<file path="config.mk">
export PLATFORM = sky130hd
export DESIGN_NAME = blo_ctrl
export DESIGN_NICKNAME = d
export VERILOG_FILES = /design/src/design/blo_ctrl.v
export VERILOG_INCLUDE_DIRS = /design/src /design/src/design
export SDC_FILE = /design/constraint.sdc
export NUM_CORES = 2
export LEC_CHECK = 0
export ABC_AREA = 1
export BUFFER_PORTS_ARGS = -buffer_cell sky130_fd_sc_hd__buf_2
export CAP_MARGIN = 20
export CORE_MARGIN = 3
export CORE_UTILIZATION = 50
export CTS_BUF_LIST = sky130_fd_sc_hd__clkbuf_8
export CTS_CLUSTER_DIAMETER = 120
export DETAILED_ROUTE_END_ITERATION = 12
export PLACE_DENSITY = 0.75
export SYNTH_ARGS = -nofsm -noshare
export SYNTH_HDL_FRONTEND = slang
export SYNTH_SLANG_ARGS = --single-unit
</file>
<file path="constraint.sdc">
create_clock -name clk_sys -period 48.4 [get_ports clk_sys]
set_input_delay 2.42 -clock clk_sys [delete_from_list [all_inputs] [get_ports clk_sys]]
set_output_delay 2.42 -clock clk_sys [all_outputs]
set_load 0.005 [all_outputs]
</file>
<file path="src/design/blo_ctrl_regs.vh">
`ifndef BLO_CTRL_REGS_VH
`define BLO_CTRL_REGS_VH
// Register byte offsets
`define BLO_CTRL      8'h00
`define BLO_FREQIN    8'h04
`define BLO_FREQOFS   8'h08
`define BLO_REFLVL    8'h0C
`define BLO_VREF      8'h10
`define BLO_VMAX      8'h14
`define BLO_VMIN      8'h18
`define BLO_SLOPE     8'h1C
`define BLO_GAIN      8'h20
`define BLO_STATUS    8'h24
`define BLO_ALARM     8'h28
`define BLO_DFREQ     8'h2C
`define BLO_DLVL      8'h30
`define BLO_VOUT      8'h34
`define BLO_IFGAIN    8'h38
// CTRL fields
`define BLO_C_TBW     1:0
`define BLO_C_ACQ     4:2
`define BLO_C_TRK     7:5
`define BLO_C_MAN     8
`define BLO_C_VBW     11:9
`define BLO_C_PWR     12
`define BLO_C_CAP     13
// SLOPE register fields
`define BLO_S_IDX     3:0
`define BLO_S_HOLD    7:4
// Alarm bits
`define BLO_A_RF      0
`define BLO_A_IF      1
`define BLO_A_REJ     2
// Reset values
`define BLO_CTRL_RST  32'h0000_0024
`define BLO_REF_RST   16'hFC18
`define BLO_VREF_RST  16'h0000
`define BLO_VMAX_RST  16'h03E8
`define BLO_VMIN_RST  16'hFC18
`define BLO_SLOPE_RST 8'h07
// Limits (0.1 dB, 10 mV units)
`define BLO_REF_HI    16'hFF9C
`define BLO_REF_LO    16'hFBB4
`define BLO_V_HI      16'h03E8
`define BLO_V_LO      16'hFC18
`define BLO_RFLOW_TH  16'hFDA8
`define BLO_RFG_MAX   8'hC8
`define BLO_IFSUM_MAX 9'h12C
// Timing
`define BLO_CLK_HZ    50000000
`define BLO_SEC_CYC   (`BLO_CLK_HZ * 1)
`endif

</file>
<file path="src/design/blo_ctrl.v">
// How it works
// RL1 - Tuner bandwidth only 7.5, 150 or 340 kHz; other codes rejected.
// RL2 - Acquisition range only 0,10,20,50,100,200,500 or 700 kHz steps.
// RL3 - Acquisition range must exceed tuner bandwidth, else write rejected.
// RL4 - Carrier search limited to acquisition range around input plus offset.
// RL5 - Lock kept inside tracking range around input frequency, dropped outside.
// RL6 - Tracking range one of seven steps and must exceed tuner bandwidth.
// RL7 - Delta frequency is measured carrier minus tuned centre.
// RL8 - RF gain too high raises over-range flag and logs alarm.
// RL9 - Input power low flag while RF power below -60 dBm.
// RL10 - Automatic mode takes loop IF gain, manual mode the programmed gain.
// RL11 - Manual mode flags IF over-range on excessive summed gains, logs alarm.
// RL12 - Signal strength averaged at one of seven video bandwidths.
// RL13 - Reference level accepted from -10 to -110 dBm in 0.1 dB.
// RL14 - Capture command copies measured strength into reference level.
// RL15 - Delta level is signal strength minus reference level.
// RL16 - Output is reference volts plus delta over slope, clamped to limits.
// RL17 - Reference voltage -10..+10 V in 10 mV, between min and max.
// RL18 - Max and min limits -10..+10 V, bracketing the reference voltage.
// RL19 - Slope one of fourteen signed steps; sign sets output direction.
// RL20 - On lock loss output frozen for holdtime, then driven to a limit.
// RL21 - Holdtime choices 0 to 600 seconds in eleven steps.
// RL22 - Power mode selects peak or total power as signal strength.
// RL23 - After holdtime positive slope gives minimum, negative gives maximum.
// RL24 - Flags follow their conditions; logged alarms stay until cleared.
`timescale 1ns/1ps
`include "blo_ctrl_regs.vh"
module blo_ctrl #(
  parameter SEC_CYC = `BLO_SEC_CYC
) (
  // System
  input  wire               clk_sys,
  input  wire               rst_n,
  // Wishbone slave
  input  wire               wb_cyc_i,
  input  wire               wb_stb_i,
  input  wire               wb_we_i,
  input  wire [7:0]         wb_adr_i,
  input  wire [3:0]         wb_sel_i,
  input  wire [31:0]        wb_dat_i,
  output reg  [31:0]        wb_dat_o,
  output reg                wb_ack_o,
  // Measurement path
  input  wire               measStb,
  input  wire signed [15:0] peakPower,
  input  wire signed [15:0] totalPower,
  input  wire signed [15:0] rfPower,
  input  wire               carrierValid,
  input  wire [23:0]        carrierFreq,
  input  wire [7:0]         agcGain,
  // Tuner and gain controls
  output reg  [23:0]        tuneFreq,
  output reg  [12:0]        acqRangeKhz,
  output reg  [1:0]         tunerBwSel,
  output reg  [2:0]         videoBwSel,
  output reg  [7:0]         rfGainSet,
  output reg  [7:0]         ifGainSet,
  // Status and output converter
  output reg                carrierLock,
  output reg                input_power_low_flag,
  output reg                rfOverRange,
  output reg                ifOverRange,
  output reg signed [15:0]  voutLevel
);

  localparam LK_SEARCH = 2'd0;
  localparam LK_LOCKED = 2'd1;
  localparam LK_HOLD   = 2'd2;
  localparam LK_LIMIT  = 2'd3;

  reg        [31:0] ctrl_q;
  reg        [23:0] freqIn_q;
  reg signed [23:0] freqOfs_q;
  reg signed [15:0] refLvl_q;
  reg signed [15:0] vRef_q;
  reg signed [15:0] vMax_q;
  reg signed [15:0] vMin_q;
  reg        [7:0]  slope_q;
  reg        [15:0] gain_q;
  reg        [2:0]  alarm_q;
  reg        [1:0]  lkState_q;
  reg        [25:0] secCnt_q;
  reg        [9:0]  holdCnt_q;
  reg signed [23:0] avgAcc_q;
  reg               rfOvPrev_q;
  reg               ifOvPrev_q;

  // Range tables, widths in 0.1 kHz; holdtime table in seconds
  function [13:0] bwTenths;
    input [1:0] s;
    begin
      case (s)
        2'd0:    bwTenths = 14'd75;
        2'd1:    bwTenths = 14'd1500;
        default: bwTenths = 14'd3400;
      endcase
    end
  endfunction

  function [13:0] acqTenths;
    input [2:0] s;
    begin
      case (s)
        3'd0:    acqTenths = 14'd0;
        3'd1:    acqTenths = 14'd100;
        3'd2:    acqTenths = 14'd200;
        3'd3:    acqTenths = 14'd500;
        3'd4:    acqTenths = 14'd1000;
        3'd5:    acqTenths = 14'd2000;
        3'd6:    acqTenths = 14'd5000;
        default: acqTenths = 14'd7000;
      endcase
    end
  endfunction

  // Tracking index 0..6 maps onto acquisition steps 1..7
  function [13:0] trkTenths;
    input [2:0] s;
    begin
      trkTenths = acqTenths(s + 3'd1);
    end
  endfunction

  function [9:0] holdSec;
    input [3:0] s;
    begin
      case (s)
        4'd0:    holdSec = 10'd0;
        4'd1:    holdSec = 10'd1;
        4'd2:    holdSec = 10'd2;
        4'd3:    holdSec = 10'd5;
        4'd4:    holdSec = 10'd10;
        4'd5:    holdSec = 10'd15;
        4'd6:    holdSec = 10'd30;
        4'd7:    holdSec = 10'd60;
        4'd8:    holdSec = 10'd120;
        4'd9:    holdSec = 10'd300;
        default: holdSec = 10'd600;
      endcase
    end
  endfunction

  // Settings and checks
  wire        [1:0] tbw     = ctrl_q[`BLO_C_TBW];
  wire        [2:0] acq     = ctrl_q[`BLO_C_ACQ];
  wire        [2:0] trk     = ctrl_q[`BLO_C_TRK];
  wire              manMode = ctrl_q[`BLO_C_MAN];
  wire        [3:0] slpIdx  = slope_q[`BLO_S_IDX];
  wire              slpNeg  = slpIdx < 4'd7;
  wire              wbReq   = wb_cyc_i & wb_stb_i & ~wb_ack_o;
  wire              wbWr    = wbReq & wb_we_i & (wb_sel_i == 4'hF);
  wire        [1:0] nTbw    = wb_dat_i[`BLO_C_TBW];
  wire        [2:0] nAcq    = wb_dat_i[`BLO_C_ACQ];
  wire        [2:0] nTrk    = wb_dat_i[`BLO_C_TRK];
  wire        [2:0] nVbw    = wb_dat_i[`BLO_C_VBW];
  wire signed [15:0] nV     = wb_dat_i[15:0];
  wire ctrlOk = (nTbw != 2'd3) && (nTrk != 3'd7) && (nVbw != 3'd7) &&         // RL1 RL12
                (acqTenths(nAcq) > bwTenths(nTbw)) &&                        // RL2 RL3
                (trkTenths(nTrk) > bwTenths(nTbw));                          // RL6
  wire refOk  = (nV <= $signed(`BLO_REF_HI)) && (nV >= $signed(`BLO_REF_LO)); // RL13
  wire vInRng = (nV <= $signed(`BLO_V_HI)) && (nV >= $signed(`BLO_V_LO));
  wire vrefOk = vInRng && (nV <= vMax_q) && (nV >= vMin_q);                   // RL17
  wire vmaxOk = vInRng && (nV >= vRef_q);                                     // RL18
  wire vminOk = vInRng && (nV <= vRef_q);                                     // RL18
  wire slpOk  = (wb_dat_i[3:0] < 4'd14) && (wb_dat_i[7:4] < 4'd11);           // RL19 RL21

  // Frequency windows
  wire signed [25:0] srchCtr = $signed({2'b00, freqIn_q}) +
                               $signed({{2{freqOfs_q[23]}}, freqOfs_q});
  wire signed [25:0] acqErr  = $signed({2'b00, carrierFreq}) - srchCtr;
  wire signed [25:0] trkErr  = $signed({2'b00, carrierFreq}) - $signed({2'b00, freqIn_q});
  wire        [25:0] acqAbs  = acqErr[25] ? -acqErr : acqErr;
  wire        [25:0] trkAbs  = trkErr[25] ? -trkErr : trkErr;
  // Window half widths in kHz
  wire        [13:0] acqDiv  = acqTenths(acq) / 14'd10;
  wire        [13:0] trkDiv  = trkTenths(trk) / 14'd10;
  wire        [12:0] acqKhz  = acqDiv[12:0];
  wire        [12:0] trkKhz  = trkDiv[12:0];
  wire               inAcq   = carrierValid && (acqAbs <= {13'd0, acqKhz});   // RL4
  wire               inTrk   = carrierValid && (trkAbs <= {13'd0, trkKhz});   // RL5
  wire signed [25:0] dFreq   = $signed({2'b00, carrierFreq}) - srchCtr;       // RL7

  // Levels and output voltage
  wire signed [15:0] rawSig  = ctrl_q[`BLO_C_PWR] ? totalPower : peakPower;   // RL22
  wire signed [15:0] sigAvg  = avgAcc_q[23:8];
  wire signed [16:0] dLvl    = sigAvg - refLvl_q;                             // RL15
  wire        [3:0]  vShift  = 4'd8 - {1'b0, ctrl_q[`BLO_C_VBW]};
  wire signed [23:0] avgStep = ($signed({rawSig, 8'h00}) - avgAcc_q) >>> vShift; // RL12
  wire        [3:0]  slpMag  = slpNeg ? (4'd6 - slpIdx) : (slpIdx - 4'd7);
  // Twenty 10 mV steps per 0.1 dB at 0.5 dB/V
  wire signed [21:0] dScaled = $signed({{5{dLvl[16]}}, dLvl}) * 22'sd20;
  reg  signed [21:0] dOverS;
  reg  signed [22:0] vRaw;
  reg  signed [15:0] vClamp;
  reg  signed [15:0] refCap;
  wire               rfOver  = rfGainSet > `BLO_RFG_MAX;                      // RL8
  wire        [8:0]  ifSum   = {1'b0, gain_q[7:0]} + {1'b0, gain_q[15:8]};
  wire               ifOver  = manMode && (ifSum > `BLO_IFSUM_MAX);          // RL11

  // Slope held in half dB/V steps: 0.5,1,2,4,6,8,10
  always @* begin
    case (slpMag)
      4'd0:    dOverS = dScaled;
      4'd1:    dOverS = dScaled / 22'sd2;
      4'd2:    dOverS = dScaled / 22'sd4;
      4'd3:    dOverS = dScaled / 22'sd8;
      4'd4:    dOverS = dScaled / 22'sd12;
      4'd5:    dOverS = dScaled / 22'sd16;
      default: dOverS = dScaled / 22'sd20;
    endcase
    if (slpNeg)
      dOverS = -dOverS;                                                       // RL19
    vRaw = {{7{vRef_q[15]}}, vRef_q} + {dOverS[21], dOverS};                  // RL16
    if (vRaw > $signed({{7{vMax_q[15]}}, vMax_q}))
      vClamp = vMax_q;
    else if (vRaw < $signed({{7{vMin_q[15]}}, vMin_q}))
      vClamp = vMin_q;
    else
      vClamp = vRaw[15:0];
    if (sigAvg > $signed(`BLO_REF_HI))
      refCap = `BLO_REF_HI;
    else if (sigAvg < $signed(`BLO_REF_LO))
      refCap = `BLO_REF_LO;
    else
      refCap = sigAvg;
  end

  // Register file and bus
  always @(posedge clk_sys) begin
    if (!rst_n) begin
      ctrl_q    <= `BLO_CTRL_RST;
      freqIn_q  <= 24'h000000;
      freqOfs_q <= 24'h000000;
      refLvl_q  <= `BLO_REF_RST;
      vRef_q    <= `BLO_VREF_RST;
      vMax_q    <= `BLO_VMAX_RST;
      vMin_q    <= `BLO_VMIN_RST;
      slope_q   <= `BLO_SLOPE_RST;
      gain_q    <= 16'h0000;
      alarm_q   <= 3'b000;
      wb_ack_o  <= 1'b0;
      wb_dat_o  <= 32'h00000000;
    end else begin
      wb_ack_o <= wbReq;
      // A rejected setting keeps the previous value
      if (wbWr) begin
        case (wb_adr_i)
          `BLO_CTRL:
            if (ctrlOk)
              ctrl_q <= {19'h00000, wb_dat_i[12:0]};
          `BLO_FREQIN:  freqIn_q  <= wb_dat_i[23:0];
          `BLO_FREQOFS: freqOfs_q <= wb_dat_i[23:0];
          `BLO_REFLVL:
            if (refOk)
              refLvl_q <= nV;                                                 // RL13
          `BLO_VREF:
            if (vrefOk)
              vRef_q <= nV;                                                   // RL17
          `BLO_VMAX:
            if (vmaxOk)
              vMax_q <= nV;                                                   // RL18
          `BLO_VMIN:
            if (vminOk)
              vMin_q <= nV;                                                   // RL18
          `BLO_SLOPE:
            if (slpOk)
              slope_q <= wb_dat_i[7:0];
          `BLO_GAIN:    gain_q <= wb_dat_i[15:0];
          default: ;
        endcase
        // Capture needs a valid control word to go with it
        if (wb_adr_i == `BLO_CTRL && ctrlOk && wb_dat_i[`BLO_C_CAP])
          refLvl_q <= refCap;                                                 // RL14
      end
      // Alarm log: write one to clear, a new event wins over the clear
      alarm_q <= (wbWr && wb_adr_i == `BLO_ALARM) ? (alarm_q & ~wb_dat_i[2:0]) : alarm_q;
      if (rfOver && !rfOvPrev_q)
        alarm_q[`BLO_A_RF] <= 1'b1;                                           // RL8 RL24
      if (ifOver && !ifOvPrev_q)
        alarm_q[`BLO_A_IF] <= 1'b1;                                           // RL11 RL24
      if (wbWr && !((wb_adr_i == `BLO_CTRL && ctrlOk) ||
                    (wb_adr_i == `BLO_REFLVL && refOk) ||
                    (wb_adr_i == `BLO_VREF && vrefOk) ||
                    (wb_adr_i == `BLO_VMAX && vmaxOk) ||
                    (wb_adr_i == `BLO_VMIN && vminOk) ||
                    (wb_adr_i == `BLO_SLOPE && slpOk) ||
                    (wb_adr_i == `BLO_FREQIN) || (wb_adr_i == `BLO_FREQOFS) ||
                    (wb_adr_i == `BLO_GAIN) || (wb_adr_i == `BLO_ALARM)))
        alarm_q[`BLO_A_REJ] <= 1'b1;                                          // RL3
      if (wbReq && !wb_we_i) begin
        case (wb_adr_i)
          `BLO_CTRL:    wb_dat_o <= ctrl_q;
          `BLO_FREQIN:  wb_dat_o <= {8'h00, freqIn_q};
          `BLO_FREQOFS: wb_dat_o <= {8'h00, freqOfs_q};
          `BLO_REFLVL:  wb_dat_o <= {16'h0000, refLvl_q};
          `BLO_VREF:    wb_dat_o <= {16'h0000, vRef_q};
          `BLO_VMAX:    wb_dat_o <= {16'h0000, vMax_q};
          `BLO_VMIN:    wb_dat_o <= {16'h0000, vMin_q};
          `BLO_SLOPE:   wb_dat_o <= {24'h000000, slope_q};
          `BLO_GAIN:    wb_dat_o <= {16'h0000, gain_q};
          `BLO_STATUS:  wb_dat_o <= {26'h0000000, lkState_q, ifOverRange, rfOverRange,
                                     input_power_low_flag, carrierLock};
          `BLO_ALARM:   wb_dat_o <= {29'h00000000, alarm_q};
          `BLO_DFREQ:   wb_dat_o <= {{6{dFreq[25]}}, dFreq};
          `BLO_DLVL:    wb_dat_o <= {{15{dLvl[16]}}, dLvl};
          `BLO_VOUT:    wb_dat_o <= {16'h0000, voutLevel};
          `BLO_IFGAIN:  wb_dat_o <= {24'h000000, ifGainSet};
          default:      wb_dat_o <= 32'h00000000;
        endcase
      end
    end
  end

  // Lock, holdtime and measurement datapath
  always @(posedge clk_sys) begin
    if (!rst_n) begin
      lkState_q            <= LK_SEARCH;
      secCnt_q             <= 26'd0;
      holdCnt_q            <= 10'd0;
      avgAcc_q             <= 24'h000000;
      rfOvPrev_q           <= 1'b0;
      ifOvPrev_q           <= 1'b0;
      carrierLock          <= 1'b0;
      input_power_low_flag <= 1'b0;
      rfOverRange          <= 1'b0;
      ifOverRange          <= 1'b0;
      voutLevel            <= 16'h0000;
      tuneFreq             <= 24'h000000;
      acqRangeKhz          <= 13'd0;
      tunerBwSel           <= 2'd0;
      videoBwSel           <= 3'd0;
      rfGainSet            <= 8'h00;
      ifGainSet            <= 8'h00;
    end else begin
      rfOvPrev_q           <= rfOver;
      ifOvPrev_q           <= ifOver;
      rfOverRange          <= rfOver;                                         // RL8 RL24
      ifOverRange          <= ifOver;                                         // RL11 RL24
      input_power_low_flag <= rfPower < $signed(`BLO_RFLOW_TH);               // RL9 RL24
      tuneFreq             <= srchCtr[23:0];                                  // RL4
      acqRangeKhz          <= acqKhz;
      tunerBwSel           <= tbw;
      videoBwSel           <= ctrl_q[`BLO_C_VBW];
      rfGainSet            <= gain_q[15:8];
      ifGainSet            <= manMode ? gain_q[7:0] : agcGain;                // RL10
      if (measStb)
        avgAcc_q <= avgAcc_q + avgStep;                                       // RL12
      secCnt_q <= (secCnt_q == SEC_CYC - 1) ? 26'd0 : secCnt_q + 26'd1;
      carrierLock <= (lkState_q == LK_LOCKED);
      case (lkState_q)
        LK_SEARCH: begin
          if (inAcq)
            lkState_q <= LK_LOCKED;                                           // RL4
        end
        LK_LOCKED: begin
          voutLevel <= vClamp;                                                // RL16
          if (!inTrk) begin
            lkState_q <= LK_HOLD;                                             // RL5
            holdCnt_q <= holdSec(slope_q[`BLO_S_HOLD]);                       // RL21
            secCnt_q  <= 26'd0;
          end
        end
        LK_HOLD: begin
          // Reacquisition goes through the acquisition window again
          if (inAcq)
            lkState_q <= LK_LOCKED;
          else if (holdCnt_q == 10'd0)
            lkState_q <= LK_LIMIT;                                            // RL20
          else if (secCnt_q == SEC_CYC - 1)
            holdCnt_q <= holdCnt_q - 10'd1;
        end
        LK_LIMIT: begin
          voutLevel <= slpNeg ? vMax_q : vMin_q;                              // RL23
          if (inAcq)
            lkState_q <= LK_LOCKED;
        end
        default: lkState_q <= LK_SEARCH;
      endcase
    end
  end

endmodule

</file>
* Yosys cells after proc, flatten, opt, wreduce, memory -nomap -nowiden
Memories as Yosys holds them, arrays and structs flattened. A register that Yosys moved wholly into a read port is not among the register bits. Cells that the tools add are included.
Cells by class: shift-type cells 1, $lt $le $gt $ge 22, bitwise logic cells 9, multipliers 1, muxes and demuxes 41, add/subtract/negate cells 20, equal/unequal tests 58, div/mod/pow operators 4, reductions and logical operators 68
Operators by type and width (count):
- one-hot mux 32 bit (15 select lines) | 1
- one-hot mux 13 bit (7 select lines) | 4
- two-way mux 16 bit | 9
- one-hot mux 22 bit (6 select lines) | 1
- two-way mux 26 bit | 5
- == test 8 x 6 -> 1 bit, second input constant | 7
- less-or-equal comparator 26 x 13 -> 1 bit | 2
- adder 22 x 1 -> 22 bit | 2
- two-way mux 10 bit | 4
- == test 3 bit, second input constant | 12
- == test 8 x 5 -> 1 bit, second input constant | 4
- greater-or-equal comparator 16 bit | 2
- less-or-equal comparator 16 bit | 2
- one-hot mux 16 bit (2 select lines) | 1
- divider 14 x 4 -> 14 bit, second input constant | 2
- > comparator 14 bit | 2
- adder 25 x 24 -> 26 bit | 1
- adder 26 x 1 -> 26 bit, second input constant | 1
- == test 26 bit, second input constant | 1
- logical AND 1 bit | 26
- negation 25 -> 26 bit | 1
- negation 26 bit | 1
- subtractor 25 x 26 -> 26 bit | 1
- subtractor 24 x 24 -> 25 bit | 1
- 66 further kinds | 131
Word-level totals: output and inout port bits 111, memories kept 1, logic and storage cells 254, bits in registers 325, bits in read-only memories 144
Memory list:
- (name not given) | depth 16, width 9, rd ports 1, clocked after Yosys merged registers in 1, wr ports 0, line blo_ctrl.v:127 | case (s)

* Longest topological paths before layout
depth after elaboration 18, depth in mapped cells 285, gate-level depth less buffers 269

* Worst setup path after synthesis
No wires, ideal clock.
kind flip-flop to flip-flop, start point register refLvl_q[1], end point register voutLevel[13], stages on the path, launching flop included 268, path slack 13.086 ns, clock period less this slack 35.314 ns, required time 48.266 ns, arrival time 35.180 ns, library setup time 0.134 ns, path through dfxtp_1 -> inv_1 -> ha_1 -> nand2_1 -> nor2_1 -> a211oi_1 -> inv_1 -> a21oi_1 -> o21bai_1 -> nand2_1 -> nand2_1 -> a21oi_1 -> o21ai_0 -> nand2_1 -> inv_1 -> nor2_1 -> o21bai_1 -> a21oi_1 -> [232 not listed] -> nand3_1 -> nand2_1 -> a2111oi_0 -> a21oi_1 -> inv_1 -> ha_1 -> nand2_1 -> nor2_1 -> a211oi_1 -> o2111ai_1 -> or2_2 -> nand2_1 -> clkbuf_1 -> nand2_1 -> o211ai_1 -> o21ai_0 -> nand2_1 -> a31oi_1
Between the ends: longest elaborated chain between the ends 13
Ends and longest elaborated chain:
- from (decl) | line blo_ctrl.v:74 | reg signed [15:0] refLvl_q;
- from (signal assigned) | line blo_ctrl.v:234 | refLvl_q <= `BLO_REF_RST;
- from (signal assigned) | line blo_ctrl.v:255 | refLvl_q <= nV;
- from (signal assigned) | line blo_ctrl.v:273 | refLvl_q <= refCap;
- subtractor 16 x 16 -> 17 bit * | line blo_ctrl.v:186 | wire signed [16:0] dLvl = sigAvg - refLvl_q;
- multiplier 17 x 4 -> 20 bit * | line blo_ctrl.v:191 | wire signed [21:0] dScaled = $signed({{5{dLvl[16]}}, dLvl}) * 22'sd20;
- parallel branches: the longest is 3 deep, another holds divider 22 x 6 -> 22 bit
- one-hot mux 22 bit (6 select lines) * | line blo_ctrl.v:202 | case (slpMag)
- negation 22 bit | line blo_ctrl.v:212 | dOverS = -dOverS;
- two-way mux 22 bit * | line blo_ctrl.v:211 | if (slpNeg)
- adder 16 x 22 -> 23 bit * | line blo_ctrl.v:213 | vRaw = {{7{vRef_q[15]}}, vRef_q} + {dOverS[21], dOverS};
- < comparator 23 x 16 -> 1 bit | line blo_ctrl.v:216 | else if (vRaw < $signed({{7{vMin_q[15]}}, vMin_q}))
- two-way mux 16 bit | line blo_ctrl.v:216
- two-way mux 16 bit * | line blo_ctrl.v:214 | if (vRaw > $signed({{7{vMax_q[15]}}, vMax_q}))
- one-hot mux 16 bit (2 select lines) * | line blo_ctrl.v:350 | case (lkState_q)
- to (signal assigned) | line blo_ctrl.v:356 | voutLevel <= vClamp;
- to (signal assigned) | line blo_ctrl.v:373 | voutLevel <= slpNeg ? vMax_q : vMin_q;
- to (decl) | line blo_ctrl.v:63 | output reg signed [15:0] voutLevel
Mark *: on every way between the ends. A chain may end at the register's enable or synchronous reset.

* Worst setup path in the final report
start point register avgAcc_q[8], end point register voutLevel[3]
Between the ends: longest elaborated chain between the ends 13
Ends and longest elaborated chain:
- from (decl) | line blo_ctrl.v:84 | reg signed [23:0] avgAcc_q;
- from (signal assigned) | line blo_ctrl.v:347 | avgAcc_q <= avgAcc_q + avgStep;
- subtractor 16 x 16 -> 17 bit * | line blo_ctrl.v:186
- multiplier 17 x 4 -> 20 bit * | line blo_ctrl.v:191
- parallel branches: the longest is 3 deep, another holds divider 22 x 6 -> 22 bit
- one-hot mux 22 bit (6 select lines) * | line blo_ctrl.v:202
- negation 22 bit | line blo_ctrl.v:212
- two-way mux 22 bit * | line blo_ctrl.v:211
- adder 16 x 22 -> 23 bit * | line blo_ctrl.v:213
- < comparator 23 x 16 -> 1 bit | line blo_ctrl.v:216
- two-way mux 16 bit | line blo_ctrl.v:216
- two-way mux 16 bit * | line blo_ctrl.v:214
- one-hot mux 16 bit (2 select lines) * | line blo_ctrl.v:350
Marks and branches as above.

==> flow_metrics.env <==
export IMPL_drt_wl_total_mm=146
export IMPL_slew_headroom=0.269
export IMPL_numPortBuffers=227
export IMPL_critical_path_top_delay_family="simple AND/OR/NAND/NOR gates"
export IMPL_clkLatencyLatePin_ns=0.66
export IMPL_synthToLayoutAreaGrowth_pct=7.49
export IMPL_cpMostUsedCell="nand2_1"
export IMPL_pre_cts_slack_ns=4.19
export IMPL_syn_inst=7111
export IMPL_maxCapViolCount=0
export IMPL_cp_data_required_time_ns=48.91
export IMPL_startpoint_type="register"
export IMPL_core_area_mm2=0.0840
export IMPL_ant_nets=0
export IMPL_initialDrtViolationCount=4883
export IMPL_crit_type="reg2reg"
export IMPL_async_flop_share=0
export IMPL_arrival_ns=44.31
export IMPL_die_w_um=298
export IMPL_start_util=0.507
export IMPL_clockBufferDepth=3
export IMPL_slew_violations=0
export IMPL_antenna_cells=0
export IMPL_grt_pass1_wl_mm=229
export IMPL_fin_crit_sh=0.905
export IMPL_status="finished clean"
export IMPL_cts_sinks=325
export IMPL_io_pins=242
export IMPL_fill_cells=8598
export IMPL_synth_edf_count=0
export IMPL_fin_tns_setup_ns=0
export IMPL_worstMarginPinSlew_ns=1.09
export IMPL_fin_nets=7778
export IMPL_fmax_ghz=0.0228
export IMPL_yosysMostFrequentCell="nand2_1"
export IMPL_rows=106
export IMPL_drive_gt1_frac=0.0868
export IMPL_path_max_fanout=25
export IMPL_finalHoldViolations=0
export IMPL_drc=0
export IMPL_routed_via_count=48100
export IMPL_fin_skew_ns=0.0353
export IMPL_dr_pass1_iters=8
export IMPL_yosys_top_cells_count="nand2_1, inv_1, nor2_1"
export IMPL_clock_root_buffer="clkbuf_8"
export IMPL_ys_seq_area_frac=0.153
export IMPL_synth_distinct_cells=76
export IMPL_finalCriticalPeriod_ns=43.80
export IMPL_ys_ff_latch=325
export IMPL_grt_use_total=0.312
export IMPL_slowest_delay_ns=0.59
export IMPL_grt_max_degree=96
export IMPL_grt_overflow_total=0
export IMPL_globalplace_congestion=1.01
export IMPL_synth_ff_type="dfxtp_1"
export IMPL_multi_input_comb_area_mm2=0.0313
export IMPL_die_area_mm2=0.0887
export IMPL_timing_hold_ws_ns=0.453
export IMPL_antenna_found_initial=4
export IMPL_synth_area_leader_cell="dfxtp_1"
export IMPL_yosysWarnings=0
export IMPL_fin_ws_ns=4.60
export IMPL_cts_tree="yes"
export IMPL_finalSetupViolations=0
export IMPL_dp_hpwl_mm=116
export IMPL_avgSynthCellArea_um2=5.99
export IMPL_slowest_stage="xnor2_1"
export IMPL_hold_path_class="reg2reg"
export IMPL_yosysTopAreaCellShare=0.153
export IMPL_synth_area_mm2=0.0426
export IMPL_grt_pass1_vias=43000
export IMPL_critical_path_buf_inv_count=49
export IMPL_die_h_um=298
export IMPL_synthTopCellsByArea="dfxtp_1, nand2_1, ha_1"
export IMPL_cts_made_buffers=52
export IMPL_ff_latch_area_mm2=0.00651
export IMPL_rsz0062_at_grt="no"
export IMPL_end_kind="register"
export IMPL_path_clk_slew_ns=0.07
export IMPL_vias_per_cell=5.71
export IMPL_htree_levels=2
export IMPL_wl_per_cell_um=17.3
cell type report:
class,count,share of cell area
timing repair inverter,1,0.000164
tap,1134,0.0310
clock inverter,24,0.00353
timing repair buffer,275,0.0342
multi-input combinational,5562,0.684
sequential,325,0.142
clock buffer,68,0.0204
inverter,1030,0.0847
state kept, by name (all words and copies together) (netlist names), 8 cells and up, named ones only:
register / count
vRef_q: 16
slope_q: 8
avgAcc_q: 24
freqIn_q: 24
holdCnt_q: 10
ifGainSet: 8
secCnt_q: 26
ctrl_q: 13
freqOfs_q: 24
vMin_q: 16
rfGainSet: 8
refLvl_q: 16
acqRangeKhz: 10
vMax_q: 16
wb_dat_o: 26
tuneFreq: 24
voutLevel: 16
gain_q: 16
timing repair:
action,4_1_cts,5_1_grt
hold buffers,0,0
resized for setup,0,8
setup endpoints to repair,0,16
hold endpoints to repair,0,0
buffers inserted,0,1
cell families after synthesis:
logic type | count (synthesis) | share of synthesized area
and+or+nand+nor | 3466 | 0.361
AOI/OAI and AO/OA | 1354 | 0.184
buffers and inverters | 1226 | 0.113
adders and majority gates | 400 | 0.119
xor gates and xnor gates | 336 | 0.0693
DFF | 325 | 0.153
muxes | 3 | 0.000705
other | 1 | 0.0000881
placed cells by master, fill, tap and decap left out, types with 47 or more instances in the layout:
cell type / Yosys / layout
o211ai_1: 62 / 62
nor3_1: 96 / 96
dfxtp_1: 325 / 325
xor2_1: 244 / 244
nand4_1: 177 / 177
nand2_1: 1713 / 1710
o21ai_0: 452 / 452
a21oi_1: 478 / 478
xnor2_1: 91 / 91
clkbuf_8: 0 / 68
inv_2: 49 / 48
ha_1: 392 / 392
nand2_2: 57 / 60
nand3_1: 520 / 520
o22ai_1: 47 / 47
o21bai_1: 50 / 50
nor2_1: 687 / 683
inv_1: 959 / 972
nor2_2: 44 / 47
buf_2: 19 / 226
worst register-to-register path, delay by kind of cell, from the launching register on:
family / cells / cell delay, ns
simple gates: 123 / 18.23
compound gates: 45 / 9.25
fa+ha+maj: 24 / 7.53
buf+inv: 49 / 6.40
xor+xnor: 8 / 1.95
flops: 1 / 0.34
stage by stage:
stage | util | cell area, µm² | instances
final | 0.545 | 45800 | 8419
after detailed placement | 0.530 | 44500 | 8318
after global routing | 0.545 | 45800 | 8419
after global placement | 0.530 | 44500 | 8318
after floorplan | - | 42600 | 7113
after CTS | 0.543 | 45600 | 8410
worst paths after layout:
check,from,to,slack (ns),depth (start not counted)
setup / recovery,avgAcc_q[8],voutLevel[3],4.60,249
hold / removal,secCnt_q[0],secCnt_q[0],0.45,1
setup reg to reg,avgAcc_q[8],voutLevel[3],4.60,249
hold reg to reg,secCnt_q[0],secCnt_q[0],0.45,1
routing by layer:
metal / vias to the layer above / wire [µm] / track usage
met5: - / 139 / 0.00649
met4: 10 / 4710 / 0.0941
met3: 321 / 15300 / 0.0659
met2: 1981 / 61600 / 0.482
met1: 21900 / 64200 / 0.433
li1: 23900 / - / -
Power is left out: the tool's default activity adds up to more than one toggle a clock period on the data nets, which glitch-free logic cannot reach.
